--- config.mk ---
export PLATFORM = sky130hd
export DESIGN_NAME = mdc_regs
export DESIGN_NICKNAME = d
export VERILOG_FILES = /design/src/mdc_pkg.sv /design/src/mdc_regs.sv
export SDC_FILE = /design/constraint.sdc
export NUM_CORES = 1
export LEC_CHECK = 0
export BUFFER_PORTS_ARGS = -buffer_cell sky130_fd_sc_hd__buf_2
export CELL_PAD_IN_SITES_DETAIL_PLACEMENT = 0
export CELL_PAD_IN_SITES_GLOBAL_PLACEMENT = 1
export CORE_MARGIN = 8
export CORE_UTILIZATION = 48
export CTS_CLUSTER_DIAMETER = 40
export DETAILED_ROUTE_END_ITERATION = 10
export PLACE_DENSITY = 0.87
export SLEW_MARGIN = 5
export SYNTH_ARGS = -nofsm -noshare
export SYNTH_HDL_FRONTEND = slang
export SYNTH_SLANG_ARGS = --single-unit
--- constraint.sdc ---
create_clock -name clk_i -period 3.39 [get_ports clk_i]
set_input_delay 0.5085 -clock clk_i [delete_from_list [all_inputs] [get_ports clk_i]]
set_output_delay 0.5085 -clock clk_i [all_outputs]
set_load 0.005 [all_outputs]
--- src/mdc_pkg.sv ---
// package for the change-detection register slice: offsets, reset values, field positions, modes
// assumes the owner of the serial front end delivers decoded byte writes and reads on clk_i
package mdc_pkg;

    // ************************************************************
    // register offsets
    // ************************************************************
    localparam logic [7:0] OFS_ORIENT_THS   = 8'h2c;
    localparam logic [7:0] OFS_OUT_FLAGS    = 8'h2d;
    localparam logic [7:0] OFS_WIN_FLAGS    = 8'h2e;
    localparam logic [7:0] OFS_CFG_A        = 8'h2f;
    localparam logic [7:0] OFS_CFG_B        = 8'h30;
    localparam logic [7:0] OFS_OUT_DBC      = 8'h31;
    localparam logic [7:0] OFS_WIN_DBC      = 8'h32;
    localparam logic [7:0] OFS_LTH_LO       = 8'h33;
    localparam logic [7:0] OFS_LTH_HI       = 8'h34;
    localparam logic [7:0] OFS_UTH_LO       = 8'h35;
    localparam logic [7:0] OFS_UTH_HI       = 8'h36;
    localparam logic [7:0] OFS_ST_IDLE      = 8'h37;
    localparam logic [7:0] OFS_ST_DECIM     = 8'h38;
    localparam logic [7:0] OFS_RSVD_A       = 8'h39;
    localparam logic [7:0] OFS_RSVD_B       = 8'h3a;

    // ************************************************************
    // reset values, strap low / strap high
    // ************************************************************
    localparam logic [7:0] RST_ORIENT_THS   = 8'h84;
    localparam logic [7:0] RST_ZERO         = 8'h00;
    localparam logic [7:0] RST_CFG_A_HI     = 8'h38;
    localparam logic [7:0] RST_CFG_B_HI     = 8'hd8;
    localparam logic [7:0] RST_LTH_LO_HI    = 8'hc0;
    localparam logic [7:0] RST_LTH_HI_HI    = 8'h0f;
    localparam logic [7:0] RST_UTH_LO_HI    = 8'h40;
    localparam logic [1:0] INIT_LAST        = 2'h3;  // last count of the four-edge strap settle

    // ************************************************************
    // field positions
    // ************************************************************
    localparam int unsigned CFG_B_REFERENCE_UPDATE_BIT = 5;  // chosen position of reference_update
    localparam int unsigned THR_MSB_BITS      = 4;  // significant bits in a threshold high byte

    // operating modes as seen from the sensor core
    typedef enum logic [1:0] {
        MDC_STANDBY,
        MDC_ACTIVE,
        MDC_EXTERNAL_TRIGGER_MODE
    } mdc_mode_t;

    // one host byte access
    typedef struct packed {
        logic       wr;
        logic       rd;
        logic [7:0] addr;
        logic [7:0] wdata;
    } mdc_acc_t;

    // event flags reported by the detection core
    typedef struct packed {
        logic [7:0] outside_threshold;
        logic [7:0] within_threshold;
    } mdc_evt_t;

endpackage : mdc_pkg

--- src/mdc_regs.sv ---
// register slice for orientation threshold, change detection and self-test timing
// assumes accesses, mode and events arrive synchronous to clk_i; strap is a pin and is synchronised
`timescale 1ns/1ns
`default_nettype none

module mdc_regs (
    input  wire logic              clk_i,
    input  wire logic              rstn_i,
    input  wire logic              boot_strap_pin_i,      // pin, asynchronous
    input  wire logic              hibernate_exit_i,      // pulse: leaving hibernate
    input  wire mdc_pkg::mdc_mode_t mode_i,
    input  wire logic              byte_order_select_i,   // 0 little-endian right-justified
    input  wire mdc_pkg::mdc_acc_t acc_i,
    input  wire mdc_pkg::mdc_evt_t evt_set_i,             // one-cycle set requests per flag bit
    output logic [7:0]             rdata_o,
    output logic [7:0]             orient_ths_o,
    output logic [7:0]             cfg_a_o,
    output logic [7:0]             cfg_b_o,
    output logic [7:0]             outside_dbc_o,
    output logic [7:0]             within_dbc_o,
    output logic [11:0]            lower_threshold_o,
    output logic [11:0]            upper_threshold_o,
    output logic [7:0]             st_idle_o,
    output logic [7:0]             st_decim_o,
    output logic [7:0]             outside_flags_o,
    output logic [7:0]             within_flags_o,
    output logic                   buffer_invalid_o       // pulse on entry to active or trigger
);

    // ************************************************************
    // strap synchroniser and mode tracking
    // ************************************************************
    logic [1:0]          strap_sync_q;
    mdc_pkg::mdc_mode_t  mode_q;
    logic                enter_run;
    logic                standby;
    logic                init_q;          // defaults still to be loaded from strap
    logic                load_dflt;

    // two flops before anyone looks at the strap
    always_ff @(posedge clk_i or negedge rstn_i) begin
        if (!rstn_i) begin
            strap_sync_q <= 2'b00;
        end else begin
            strap_sync_q <= {strap_sync_q[0], boot_strap_pin_i};
        end
    end

    // previous mode, to spot the standby-to-run edge
    always_ff @(posedge clk_i or negedge rstn_i) begin
        if (!rstn_i) begin
            mode_q <= mdc_pkg::MDC_STANDBY;
        end else begin
            mode_q <= mode_i;
        end
    end

    // strap-dependent defaults are loaded once the synchroniser has settled
    logic [1:0] init_cnt_q;
    always_ff @(posedge clk_i or negedge rstn_i) begin
        if (!rstn_i) begin
            init_cnt_q <= 2'b00;
            init_q     <= 1'b1;
        end else if (hibernate_exit_i) begin
            init_cnt_q <= 2'b00;
            init_q     <= 1'b1;
        end else if (init_cnt_q != mdc_pkg::INIT_LAST) begin
            init_cnt_q <= init_cnt_q + 2'b01;
        end else begin
            init_q     <= 1'b0;
        end
    end

    assign load_dflt = init_q || hibernate_exit_i;
    assign standby   = (mode_i == mdc_pkg::MDC_STANDBY);
    assign enter_run = (mode_q == mdc_pkg::MDC_STANDBY) && !standby;

    // default picker; strap high selects the second set
    function automatic logic [7:0] dflt(input logic hi, input logic [7:0] lo_v, input logic [7:0] hi_v);
        dflt = hi ? hi_v : lo_v;
    endfunction : dflt

    // write strobe for one offset, standby only; the reserved location is never writable
    function automatic logic wr_hit(input mdc_pkg::mdc_acc_t a, input logic [7:0] ofs, input logic sb);
        wr_hit = a.wr && (a.addr == ofs) && sb;
    endfunction : wr_hit

    // ************************************************************
    // configuration registers
    // ************************************************************
    logic [7:0] orient_ths_q;
    logic [7:0] cfg_a_q;
    logic [7:0] cfg_b_q;
    logic [7:0] out_dbc_q;
    logic [7:0] win_dbc_q;
    logic [7:0] lth_lo_q;
    logic [7:0] lth_hi_q;
    logic [7:0] uth_lo_q;
    logic [7:0] uth_hi_q;
    logic [7:0] st_idle_q;
    logic [7:0] st_decim_q;
    logic       hi;
    logic       cfg_b_ref_set;

    assign hi = strap_sync_q[1];
    // only reference_update may be raised while active
    assign cfg_b_ref_set = acc_i.wr && (acc_i.addr == mdc_pkg::OFS_CFG_B) &&
                           (mode_i == mdc_pkg::MDC_ACTIVE) &&
                           acc_i.wdata[mdc_pkg::CFG_B_REFERENCE_UPDATE_BIT];

    // values hold across active-to-standby because nothing but writes or defaults touches them
    always_ff @(posedge clk_i or negedge rstn_i) begin
        if (!rstn_i) begin
            orient_ths_q <= mdc_pkg::RST_ORIENT_THS;
            out_dbc_q    <= mdc_pkg::RST_ZERO;
            win_dbc_q    <= mdc_pkg::RST_ZERO;
            st_idle_q    <= mdc_pkg::RST_ZERO;
            st_decim_q   <= mdc_pkg::RST_ZERO;
        end else if (load_dflt) begin
            orient_ths_q <= mdc_pkg::RST_ORIENT_THS;
            out_dbc_q    <= mdc_pkg::RST_ZERO;
            win_dbc_q    <= mdc_pkg::RST_ZERO;
            st_idle_q    <= mdc_pkg::RST_ZERO;
            st_decim_q   <= mdc_pkg::RST_ZERO;
        end else begin
            if (wr_hit(acc_i, mdc_pkg::OFS_ORIENT_THS, standby)) orient_ths_q <= acc_i.wdata;
            if (wr_hit(acc_i, mdc_pkg::OFS_OUT_DBC, standby))    out_dbc_q    <= acc_i.wdata;
            if (wr_hit(acc_i, mdc_pkg::OFS_WIN_DBC, standby))    win_dbc_q    <= acc_i.wdata;
            if (wr_hit(acc_i, mdc_pkg::OFS_ST_IDLE, standby))    st_idle_q    <= acc_i.wdata;
            if (wr_hit(acc_i, mdc_pkg::OFS_ST_DECIM, standby))   st_decim_q   <= acc_i.wdata;
        end
    end

    // change-detection configuration, strap-dependent defaults
    always_ff @(posedge clk_i or negedge rstn_i) begin
        if (!rstn_i) begin
            cfg_a_q <= mdc_pkg::RST_ZERO;
            cfg_b_q <= mdc_pkg::RST_ZERO;
        end else if (load_dflt) begin
            cfg_a_q <= dflt(hi, mdc_pkg::RST_ZERO, mdc_pkg::RST_CFG_A_HI);
            cfg_b_q <= dflt(hi, mdc_pkg::RST_ZERO, mdc_pkg::RST_CFG_B_HI);
        end else begin
            if (wr_hit(acc_i, mdc_pkg::OFS_CFG_A, standby)) cfg_a_q <= acc_i.wdata;
            if (wr_hit(acc_i, mdc_pkg::OFS_CFG_B, standby)) begin
                cfg_b_q <= acc_i.wdata;
            end else if (cfg_b_ref_set) begin
                cfg_b_q[mdc_pkg::CFG_B_REFERENCE_UPDATE_BIT] <= 1'b1;
            end
        end
    end

    // twelve-bit thresholds; high bytes keep only the significant nibble
    always_ff @(posedge clk_i or negedge rstn_i) begin
        if (!rstn_i) begin
            lth_lo_q <= mdc_pkg::RST_ZERO;
            lth_hi_q <= mdc_pkg::RST_ZERO;
            uth_lo_q <= mdc_pkg::RST_ZERO;
            uth_hi_q <= mdc_pkg::RST_ZERO;
        end else if (load_dflt) begin
            lth_lo_q <= dflt(hi, mdc_pkg::RST_ZERO, mdc_pkg::RST_LTH_LO_HI);
            lth_hi_q <= dflt(hi, mdc_pkg::RST_ZERO, mdc_pkg::RST_LTH_HI_HI);
            uth_lo_q <= dflt(hi, mdc_pkg::RST_ZERO, mdc_pkg::RST_UTH_LO_HI);
            uth_hi_q <= mdc_pkg::RST_ZERO;
        end else begin
            if (wr_hit(acc_i, mdc_pkg::OFS_LTH_LO, standby)) lth_lo_q <= acc_i.wdata;
            if (wr_hit(acc_i, mdc_pkg::OFS_LTH_HI, standby)) lth_hi_q <= {4'h0, acc_i.wdata[3:0]};
            if (wr_hit(acc_i, mdc_pkg::OFS_UTH_LO, standby)) uth_lo_q <= acc_i.wdata;
            if (wr_hit(acc_i, mdc_pkg::OFS_UTH_HI, standby)) uth_hi_q <= {4'h0, acc_i.wdata[3:0]};
        end
    end

    // ************************************************************
    // event flags
    // ************************************************************
    logic [7:0] out_flags_q;
    logic [7:0] win_flags_q;

    // mode entry clears, but a set arriving in the same cycle still wins
    always_ff @(posedge clk_i or negedge rstn_i) begin
        if (!rstn_i) begin
            out_flags_q <= mdc_pkg::RST_ZERO;
            win_flags_q <= mdc_pkg::RST_ZERO;
        end else if (load_dflt) begin
            out_flags_q <= mdc_pkg::RST_ZERO;
            win_flags_q <= mdc_pkg::RST_ZERO;
        end else if (enter_run) begin
            out_flags_q <= evt_set_i.outside_threshold;
            win_flags_q <= evt_set_i.within_threshold;
        end else begin
            out_flags_q <= out_flags_q | evt_set_i.outside_threshold;
            win_flags_q <= win_flags_q | evt_set_i.within_threshold;
        end
    end

    // buffer contents are stale after entering a run mode
    always_ff @(posedge clk_i or negedge rstn_i) begin
        if (!rstn_i) begin
            buffer_invalid_o <= 1'b0;
        end else begin
            buffer_invalid_o <= enter_run;
        end
    end

    // ************************************************************
    // read path
    // ************************************************************
    logic [7:0] rdata_d;
    logic [11:0] lth;
    logic [11:0] uth;

    assign lth = {lth_hi_q[3:0], lth_lo_q};
    assign uth = {uth_hi_q[3:0], uth_lo_q};

    // big-endian mode swaps bytes and left-justifies the twelve bits
    function automatic logic [7:0] thr_byte(input logic [11:0] v, input logic be, input logic upper);
        logic [15:0] w;
        w = be ? {v, 4'h0} : {4'h0, v};
        thr_byte = (upper ^ be) ? w[15:8] : w[7:0];
    endfunction : thr_byte

    // reserved location at 39h reads its fixed 00h; unmapped reads give zero
    always_comb begin
        rdata_d = 8'h00;
        case (acc_i.addr)
            mdc_pkg::OFS_ORIENT_THS: rdata_d = orient_ths_q;
            mdc_pkg::OFS_OUT_FLAGS:  rdata_d = out_flags_q;
            mdc_pkg::OFS_WIN_FLAGS:  rdata_d = win_flags_q;
            mdc_pkg::OFS_CFG_A:      rdata_d = cfg_a_q;
            mdc_pkg::OFS_CFG_B:      rdata_d = cfg_b_q;
            mdc_pkg::OFS_OUT_DBC:    rdata_d = out_dbc_q;
            mdc_pkg::OFS_WIN_DBC:    rdata_d = win_dbc_q;
            mdc_pkg::OFS_LTH_LO:     rdata_d = thr_byte(lth, byte_order_select_i, 1'b0);
            mdc_pkg::OFS_LTH_HI:     rdata_d = thr_byte(lth, byte_order_select_i, 1'b1);
            mdc_pkg::OFS_UTH_LO:     rdata_d = thr_byte(uth, byte_order_select_i, 1'b0);
            mdc_pkg::OFS_UTH_HI:     rdata_d = thr_byte(uth, byte_order_select_i, 1'b1);
            mdc_pkg::OFS_ST_IDLE:    rdata_d = st_idle_q;
            mdc_pkg::OFS_ST_DECIM:   rdata_d = st_decim_q;
            mdc_pkg::OFS_RSVD_A:     rdata_d = mdc_pkg::RST_ZERO;
            default:                 rdata_d = 8'h00;
        endcase
    end

    // registered read data, one cycle after the read request
    always_ff @(posedge clk_i or negedge rstn_i) begin
        if (!rstn_i) begin
            rdata_o <= 8'h00;
        end else if (acc_i.rd) begin
            rdata_o <= rdata_d;
        end
    end

    // ************************************************************
    // registered copies for the detection core
    // ************************************************************
    always_ff @(posedge clk_i or negedge rstn_i) begin
        if (!rstn_i) begin
            orient_ths_o      <= mdc_pkg::RST_ORIENT_THS;
            cfg_a_o           <= 8'h00;
            cfg_b_o           <= 8'h00;
            outside_dbc_o     <= 8'h00;
            within_dbc_o      <= 8'h00;
            lower_threshold_o <= 12'h000;
            upper_threshold_o <= 12'h000;
            st_idle_o         <= 8'h00;
            st_decim_o        <= 8'h00;
            outside_flags_o   <= 8'h00;
            within_flags_o    <= 8'h00;
        end else begin
            orient_ths_o      <= orient_ths_q;
            cfg_a_o           <= cfg_a_q;
            cfg_b_o           <= cfg_b_q;
            outside_dbc_o     <= out_dbc_q;
            within_dbc_o      <= win_dbc_q;
            lower_threshold_o <= lth;
            upper_threshold_o <= uth;
            st_idle_o         <= st_idle_q;
            st_decim_o        <= st_decim_q;
            outside_flags_o   <= out_flags_q;
            within_flags_o    <= win_flags_q;
        end
    end

endmodule : mdc_regs

`default_nettype wire

* Yosys cells after proc, flatten, opt, wreduce, memory -nomap -nowiden
Index checks and enable logic that the tools add are counted.
** Operators by class
- Bitwise logic cells :: 2
- Muxes and demuxes :: 45
- Eq/ne operators :: 16
- Add/subtract/negate cells :: 1
- Reductions and logical operators :: 42
** Operators with widths (count)
- two-way mux 8 bit :: 27
- == test 8 x 6 -> 1 bit (second input constant) :: 13
- case mux 8 bit (13 select lines) :: 1
- two-way mux 16 bit :: 2
- logical AND 1 bit :: 25
- nonzero test 2 bit :: 12
- two-way mux 4 bit :: 5
- bitwise OR 8 bit :: 2
- two-way mux 7 bit :: 1
- two-way mux 2 bit :: 3
- two-way mux 6 bit :: 1
- two-way mux 5 bit :: 1
- zero test 2 bit :: 2
- two-way mux 1 bit :: 4
- inequality test 2 bit (second input constant) :: 2
- nonzero test 3 bit :: 1
- adder 2 x 1 -> 2 bit (second input constant) :: 1
- == test 2 x 1 -> 1 bit (second input constant) :: 1
- zero test 1 bit :: 1
- logical OR 1 bit :: 1
** Storage, ports and cells
- Input bits :: 41
- Output and inout port bits :: 105
- Logic and storage cells :: 137
- Bits in registers :: 208

* Longest topological paths before layout
Gate-level depths: netlist of the first run.
- Word-level depth :: 7
- Depth in mapped cells :: 8
- Gate-level depth less buffers :: 5

* Worst setup path after synthesis of the first run
Ideal clock, no wire load.
- Path kind :: input-to-reg
- Start :: input port acc_i[10] (netlist bit)
- End :: register rdata_o[2]
- Data required time :: 3250 ps
- Stages :: 7
- Path buffers :: 3
- Library setup time :: 140 ps
- Data arrival time :: 1669 ps
- Path slack :: 1581 ps
- Cell sequence :: buf_2 -> and3b_2 -> and2_1 -> buf_6 -> buf_2 -> a221oi_1 -> a32oi_1
** On the way
- Cells in the longest elaborated chain, start to end :: 2
- Elaborated cells between the ends (all ways) :: 14
- Classes of those cells :: 13 x eq/ne; 1 x mux
** RTL lines
- start: declaration :: RTL line mdc_regs.sv:13 : input wire mdc_pkg::mdc_acc_t acc_i,
- == test 8 x 6 -> 1 bit :: RTL line mdc_regs.sv:224 : case (acc_i.addr)
- case mux 8 bit (13 select lines) * :: RTL line mdc_regs.sv:224
- end signal: assignment :: RTL line mdc_regs.sv:248 : rdata_o <= rdata_d;
- end: declaration :: RTL line mdc_regs.sv:15 : output logic [7:0] rdata_o,
Mark *: on every way between the ends. The rest lies on a longest branch, timed or not.
A chain may end at the register's enable or synchronous reset.

* Worst setup path after layout of the first run
- Start :: input port acc_i[15] (netlist bit)
- End :: register win_dbc_q[4]
** On the way
- Cells in the longest elaborated chain, start to end :: 4
** RTL lines
- == test 8 x 6 -> 1 bit :: RTL line mdc_regs.sv:85 : wr_hit = a.wr && (a.addr == ofs) && sb;
- logical AND 1 bit (2 in a row) :: RTL line mdc_regs.sv:85
- nonzero test 2 bit (no source line)
- end signal: assignment :: RTL line mdc_regs.sv:116 : win_dbc_q <= mdc_pkg::RST_ZERO;
- end signal: assignment :: RTL line mdc_regs.sv:122 : win_dbc_q <= mdc_pkg::RST_ZERO;
- end signal: assignment :: RTL line mdc_regs.sv:128 : if (wr_hit(acc_i, mdc_pkg::OFS_WIN_DBC, standby)) win_dbc_q <= acc_i.wdata;
- end: declaration :: RTL line mdc_regs.sv:95 : logic [7:0] win_dbc_q;
No other way between the ends.

==> qor.yml, run 1 <==
synth:
  syn_nets: 684
  synthesis.area_um2: 8150
  yosys_warnings: 0
  avgSynthCellArea_um2: 12.7
  synth_area_leaders: "dfrtp_1 62%, mux2i_1 10%, nor2_1 3.4%"
  synth_cells: 642
  yosys_most_used_dff: "dfrtp_1"
  synth-seq-cells: 208
  synth_top_area_cell: "dfrtp_1"
  synth_cell_types: 54
  synth_edf_count: 0
  synth_top_area_share_pct: 62.3
  seq_area_frac_synth_pct: 63.9
  async_reset_ff_share_pct: 100
timing:
  period_minus_slack_ps: 2130
  postLayoutSetupSlackWorst_ps: 1260
  worst_pin_slew_ps: 1260
  fin_skew_ps: 13.6
  setup_viol: 0
  fin_crit_sh_pct: 62.8
  max_freq_ghz: 0.470
  hold_violations: 0
  slew_headroom_pct: 15.6
  rsz0062_at_grt: "no"
  totalNegativeSetupSlack_ps: 0
  slew_viol_final: 0
placed_design:
  dp_hpwl_um: 15300
  pre_cts_slack_ps: 781
  gp_congestion: 0.923
  io_buffers: 145
cts:
  cts_root_buf: "clkbuf_16"
  postCtsSetupRepairBufs: 0
  cts_num_sinks: 208
  cts_tree: "done"
  cts_buffers: 25
  cts.hold.buffers_added: 0
  htree_levels: 1
  clock_path_buffers: 3
  ctsResizeCount: 0
  clk_latency_ps: 520
  clkTransAtPathRegs_ps: 60
critical_path:
  start_kind: "input port"
  cp_top_family: "simple AND/OR/NAND/NOR gates"
  path_cells: "buf_2 -> nor3b_4 -> and3_1 -> nand3_2 -> mux2i_1 -> nor2_1"
  crit_fanout: 17
  crit_arrival_ps: 2500
  ff2ff_setup_slack_ps: 1410
  criticalPathCategory: "in -> reg"
  cp_slowest_cell: "and3_1"
  path_buf_inv: 1
  max_stage_delay_ps: 730
  cp.required_ps: 3760
  critPathCaptureType: "flip-flop"
job:
  maxCapViolCount: 0
floorplanning:
  die-area_um2: 21400
  design.core.area_um2: 16600
  die_w_um: 146
  start_util_pct: 49.2
  ios: 146
  rows: 47
  die_y_um: 146
outcome:
  outcome: "complete, no violations"
detailed_routing:
  dr.pass1.iters: 5
  wl_um: 21900
  wire_per_inst_um: 21.6
  drt_iter0_drc: 590
  vias_per_cell: 5.54
  top_layer: "met4"
  drcViolationCount: 0
  wl_met1_um: 9720
  met3_length_um: 1530
  dr_wl_met2_um: 10300
  ant_nets: 0
  vias: 5628
finish:
  n_antenna_cell: 0
  drive_above_1_share_pct: 28.7
  syn_to_final_growth_pct: 20.1
  reg.largest.list: "lower_threshold_o: 12 flops, upper_threshold_o: 12 flops"
  nets: 819
  fill_cells: 1370
grt:
  grt_pass1_wl_um: 34400
  first_global_vias: 5839
  grt_max_degree: 102
  antenna_found_initial: 0
  grt_overflow: 0
  groute.usage.overall_pct: 20.3
power:
  vdd_drop_max_uv: 366
  p_per_area_nw_per_um2: 552
  leakagePower_nw: 5.04
hold_path:
  hold_class: "in -> async"
## through the flow
step	hold WS, ps	utilization [%]	std cells	power (mW)	cell area (um2)
CTS	99.1	59.0	1015	5.45	9790
global route	88.6	59.0	1015	5.58	9790
detailed placement	343	54.2	970	2.92	8990
global placement	336	54.2	970	2.91	8990
finish	102	59.0	1015	5.41	9790
floorplan	213	-	642	2.76	8150
## final timing paths
kind                                                 from                      endpoint  cells after the start
worst max-delay path                            acc_i[15]      win_dbc_q[4]$_DFFE_PN0P_                      6
worst min-delay path                               rstn_i  outside_flags_o[1]$_DFF_PN0_                      1
worst max register to register         init_q$_DFFE_PN1P_        cfg_a_q[3]$_DFFE_PN0P_                      4
worst min register to register  strap_sync_q[0]$_DFF_PN0_     strap_sync_q[1]$_DFF_PN0_                      0
max in group asynchronous                          rstn_i     orient_ths_o[2]$_DFF_PN1_                      2
min in group clk_i                       boot_strap_pin_i     strap_sync_q[0]$_DFF_PN0_                      1
## cell usage in the layout (no fill, tap or decap), types with 3 or more instances in the layout
master	count
a21oi_1	52
nor3b_1	3
clkbuf_8	5
nand3_4	3
a22oi_1	6
nor2_1	74
buf_4	7
buf_2	144
o22ai_1	5
nand2_1	37
inv_8	4
a32oi_1	8
and3_1	4
nor3_1	5
clkbuf_1	4
a221oi_1	3
and2_1	4
mux4_2	9
mux2_2	6
o21ai_0	11
mux2i_1	83
clkinvlp_4	3
inv_1	4
nand3_1	25
dfrtp_1	203
inv_6	3
nand2b_1	10
nand3_2	3
clkbuf_16	25
dfstp_2	5
## layout make-up
type	instances	area [um2]	area share, %
clock buffer	33	696	7.10
clock inverter	12	108	1.10
inverter	4	15.0	0.153
multi-input combinational	384	2660	27.2
sequential	208	5210	53.2
tap	220	275	2.81
timing repair buffer	154	827	8.45
## power by group
part	total [mW]	internal, mW	switching [mW]	leakage [nW]
logic	0.307	0.102	0.205	1.84
registers	2.57	2.54	0.0333	2.81
clock network	2.53	1.48	1.05	0.388
## worst reg2reg max path, delay by kind of cell, from the launching register on
family | cells | cell delay, ps
flip-flops | 1 | 540
buffers and inverters | 1 | 200
AND/OR/NAND/NOR | 2 | 940
AO/OA/AOI/OAI | 1 | 130
## layer usage
metal,track usage [%],vias up
met5,0,-
met4,5.82,0
met3,3.89,28
met2,31.4,234
met1,28.7,2847
li1,-,2519
## cell usage after synthesis, types with 2 or more instances
library cell  instances
a21oi_1              52
and2_1                4
dfstp_2               5
mux2i_1              83
a22oi_1               6
o21ai_0              11
o22ai_1               5
nand3_4               3
and3_1                4
nand3_1              25
nand2_1              37
buf_2                10
a31oi_1               2
inv_1                 4
a221oi_1              3
nor2b_1               2
nand2b_1             10
clkbuf_1             21
nor3b_1               4
mux2_2                6
mux4_2                9
nand3_2               3
nor2_1               74
buf_6                 6
a32oi_1               8
o31ai_1               2
nor3_1                5
dfrtp_1             203
buf_4                 7
nor4_1                2
a2bb2oi_1             2
a21o_1                2
## cells by family (layout without fill, tap and decap cells)
logic type	count (synthesis)	count (layout)	share of synthesized area [%]
fa+ha+maj	1	1	0.153
compound gates	101	101	7.55
mux	98	98	13.5
simple gates	183	183	11.2
flops	208	208	63.9
xor+xnor	1	1	0.107
buf+inv	50	203	3.53
(Power assumes the default switching activity.)
==> inputs of run 2 (changes only) <==
--- a/config.mk
+++ b/config.mk
@@ -9,10 +9,10 @@
 export CELL_PAD_IN_SITES_DETAIL_PLACEMENT = 0
 export CELL_PAD_IN_SITES_GLOBAL_PLACEMENT = 1
 export CORE_MARGIN = 8
-export CORE_UTILIZATION = 48
+export CORE_UTILIZATION = 45
 export CTS_CLUSTER_DIAMETER = 40
 export DETAILED_ROUTE_END_ITERATION = 10
-export PLACE_DENSITY = 0.87
+export PLACE_DENSITY = 0.83
 export SLEW_MARGIN = 5
 export SYNTH_ARGS = -nofsm -noshare
 export SYNTH_HDL_FRONTEND = slang
==> constraint.sdc (replaced) <==
create_clock -name clk_i -period 2 [get_ports clk_i]
set_input_delay 0.3 -clock clk_i [delete_from_list [all_inputs] [get_ports clk_i]]
set_output_delay 0.3 -clock clk_i [all_outputs]
set_load 0.005 [all_outputs]
==> run 2 against run 1 <==
  * Global-route usage increased by 0.94 points
  * Non-clock buffer count is 35 higher
  * Count of clock-buffer cells in the layout fell by 1
  * Die area increased by 5.9%
==> qor.yml, run 2 (synthesis results as in run 1) <==
outcome:
  outcome: "complete, no violations"  # unchanged
critical_path:
  crit_fanout: 4  # was 17
  critPathCaptureType: "flip-flop"  # unchanged
  crit_arrival_ps: 2240  # was 2500 ps
  max_stage_delay_ps: 500  # was 730 ps
  cp.required_ps: 2380  # was 3760 ps
  cp_slowest_cell: "mux4_2"  # was and3_1
  reg2reg_from: "lth_hi_q[1]$_DFFE_PN0P_"  # was init_q$_DFFE_PN1P_
  criticalPathCategory: "reg -> reg"  # was in -> reg
  critPathLaunch: "lth_hi_q[1]$_DFFE_PN0P_"  # was acc_i[15]
  start_kind: "flip-flop"  # was input port
  path_cells: "mux2_2 -> mux4_2 -> a2bb2oi_1 -> a32oi_1"  # was buf_2 -> nor3b_4 -> and3_1 -> nand3_2 -> mux2i_1 -> nor2_1
timing:
  rsz0062_at_grt: "no"  # unchanged
  postLayoutSetupSlackWorst_ps: 135  # was 1260 ps
  max_freq_ghz: 0.536
  hold_slack_ps: 20.5  # was 102 ps
  slew_headroom_pct: 61.3  # was 15.6%
  period_minus_slack_ps: 1860
  setup_viol: 0  # unchanged
  fin_crit_sh_pct: 93.2
  slew_viol_final: 0  # unchanged
  hold_violations: 0  # unchanged
  fin_skew_ps: 17.5  # was 13.6 ps
  worst_pin_slew_ps: 581  # was 1260 ps
power:
  vdd_drop_max_uv: 666  # was 366 uV
  leakagePower_nw: 5.34  # was 5.04 nW
  totalPowerFinal_mw: 10.3  # was 5.41 mW
  p_per_area_nw_per_um2: 986  # was 552 nW/um2
detailed_routing:
  wire_per_inst_um: 22.4  # was 21.6 um
  dr.pass1.iters: 5  # unchanged
  drt_iter0_drc: 487  # was 590
  ant_nets: 0  # unchanged
  vias_per_cell: 5.53  # was 5.54
  wl_um: 23800  # was 21900 um
  drcViolationCount: 0  # unchanged
  vias: 5890  # was 5628
finish:
  drive_above_1_share_pct: 30.9  # was 28.7%
  mostFrequentLayoutCells: "203 x dfrtp_1, 144 x buf_2, 83 x mux2i_1, 74 x nor2_1, 52 x a21oi_1"  # unchanged
  nets: 857  # was 819
  mostFrequentLayoutCell: "dfrtp_1"  # unchanged
  n_antenna_cell: 0  # unchanged
  reg.largest.list: "lower_threshold_o: 12 flops, upper_threshold_o: 12 flops"  # unchanged
  syn_to_final_growth_pct: 27.6  # was 20.1%
grt:
  met3_usage_pct: 3.43  # was 3.89%
  use_met2_pct: 33.5  # was 31.4%
  grt_pass1_wl_um: 36900  # was 34400 um
  grt_busiest_layer: "met2"  # unchanged
  grt_overflow: 0  # unchanged
  grtUsageMet1_pct: 30.4  # was 28.7%
  groute.usage.overall_pct: 21.3  # was 20.3%
  antenna_found_initial: 0  # unchanged
  grt_max_degree: 81  # was 102
  first_global_vias: 6102  # was 5839
cts:
  cts_root_buf: "clkbuf_16"  # unchanged
  cts_num_sinks: 208  # unchanged
  clock_path_buffers: 3  # unchanged
  ctsResizeCount: 0  # unchanged
  cts_buffers: 28  # was 25
  postCtsSetupRepairBufs: 0  # unchanged
  htree_levels: 1  # unchanged
  clkTransAtPathRegs_ps: 60  # about the same
  cts_tree: "done"  # unchanged
  clk_latency_ps: 530  # was 520 ps
floorplanning:
  start_util_pct: 45.5  # was 49.2%
  rows: 49  # was 47
  die-area_um2: 22700  # was 21400 um2
  design.core.area_um2: 17900  # was 16600 um2
  die_w_um: 151  # was 146 um
  ios: 146  # unchanged
  die_y_um: 151  # was 146 um
job:
  maxCapViolCount: 0  # unchanged
placed_design:
  pre_cts_slack_ps: -107  # was 781 ps
  io_buffers: 145  # unchanged
  dp_hpwl_um: 16800  # was 15300 um
  gp_congestion: 0.893  # was 0.923
hold_path:
  hold_class: "in -> reg"  # was in -> async
  min_from: "evt_set_i[14]"
==> run 2: repair_timing <==
action,CTS,global route
setup endpoints to repair,0,0
hold endpoints to repair,58,0
hold buffers,15,0
==> run 2: worst max-delay path, delay by kind of cell, from the launching register on <==
family / cells / cell delay, ps
flip-flops: 1 / 430
multiplexers: 2 / 810
AO/OA/AOI/OAI: 2 / 480
==> run 2: layer usage <==
metal | vias up | wire [um]
li1 | 2605 | -
met1 | 3017 | 10400
met2 | 238 | 11300
met3 | 30 | 1760
met4 | 0 | 373
met5 | - | 0
==> run 2: report_power, final <==
part	switching (mW)	internal (mW)	total, mW
registers	0.0586	4.30	4.36
clock network	1.98	3.33	5.31
logic	0.369	0.222	0.591
==> run 2: path summary, 6_finish.rpt <==
| kind | end | slack, ps | cells past startpoint |
|---|---|---|---|
| min in group asynchronous | win_flags_q[1]$_DFF_PN0_ | 320 | 2 |
| max in group asynchronous | rdata_o[0]$_DFFE_PN0P_ | 1040 | 3 |
| min | out_flags_q[6]$_DFF_PN0_ | 20 | 3 |
| max | rdata_o[5]$_DFFE_PN0P_ | 140 | 4 |
| max reg2reg | rdata_o[5]$_DFFE_PN0P_ | 140 | 4 |
| min reg2reg | strap_sync_q[1]$_DFF_PN0_ | 360 | 0 |
==> run 2: area by class of cell <==
class,instances,area (um2)
Clock buffer,32,767
Clock inverter,19,263
Tap cell,229,287
Timing Repair Buffer,189,1200
Sequential cell,208,5210
Multi-Input combinational cell,384,2660
Fill cell,1478,7500
Inverter,4,15.0
==> run 2: metrics by stage <==
stage	util (%)	setup TNS (ps)	cells	instance area, um2
floorplan	-	0	642	8150
global placement	51.5	-206	999	9230
detailed placement	51.5	-286	999	9230
CTS	58.1	0	1065	10400
global route	58.1	0	1065	10400
finish	58.1	0	1065	10400
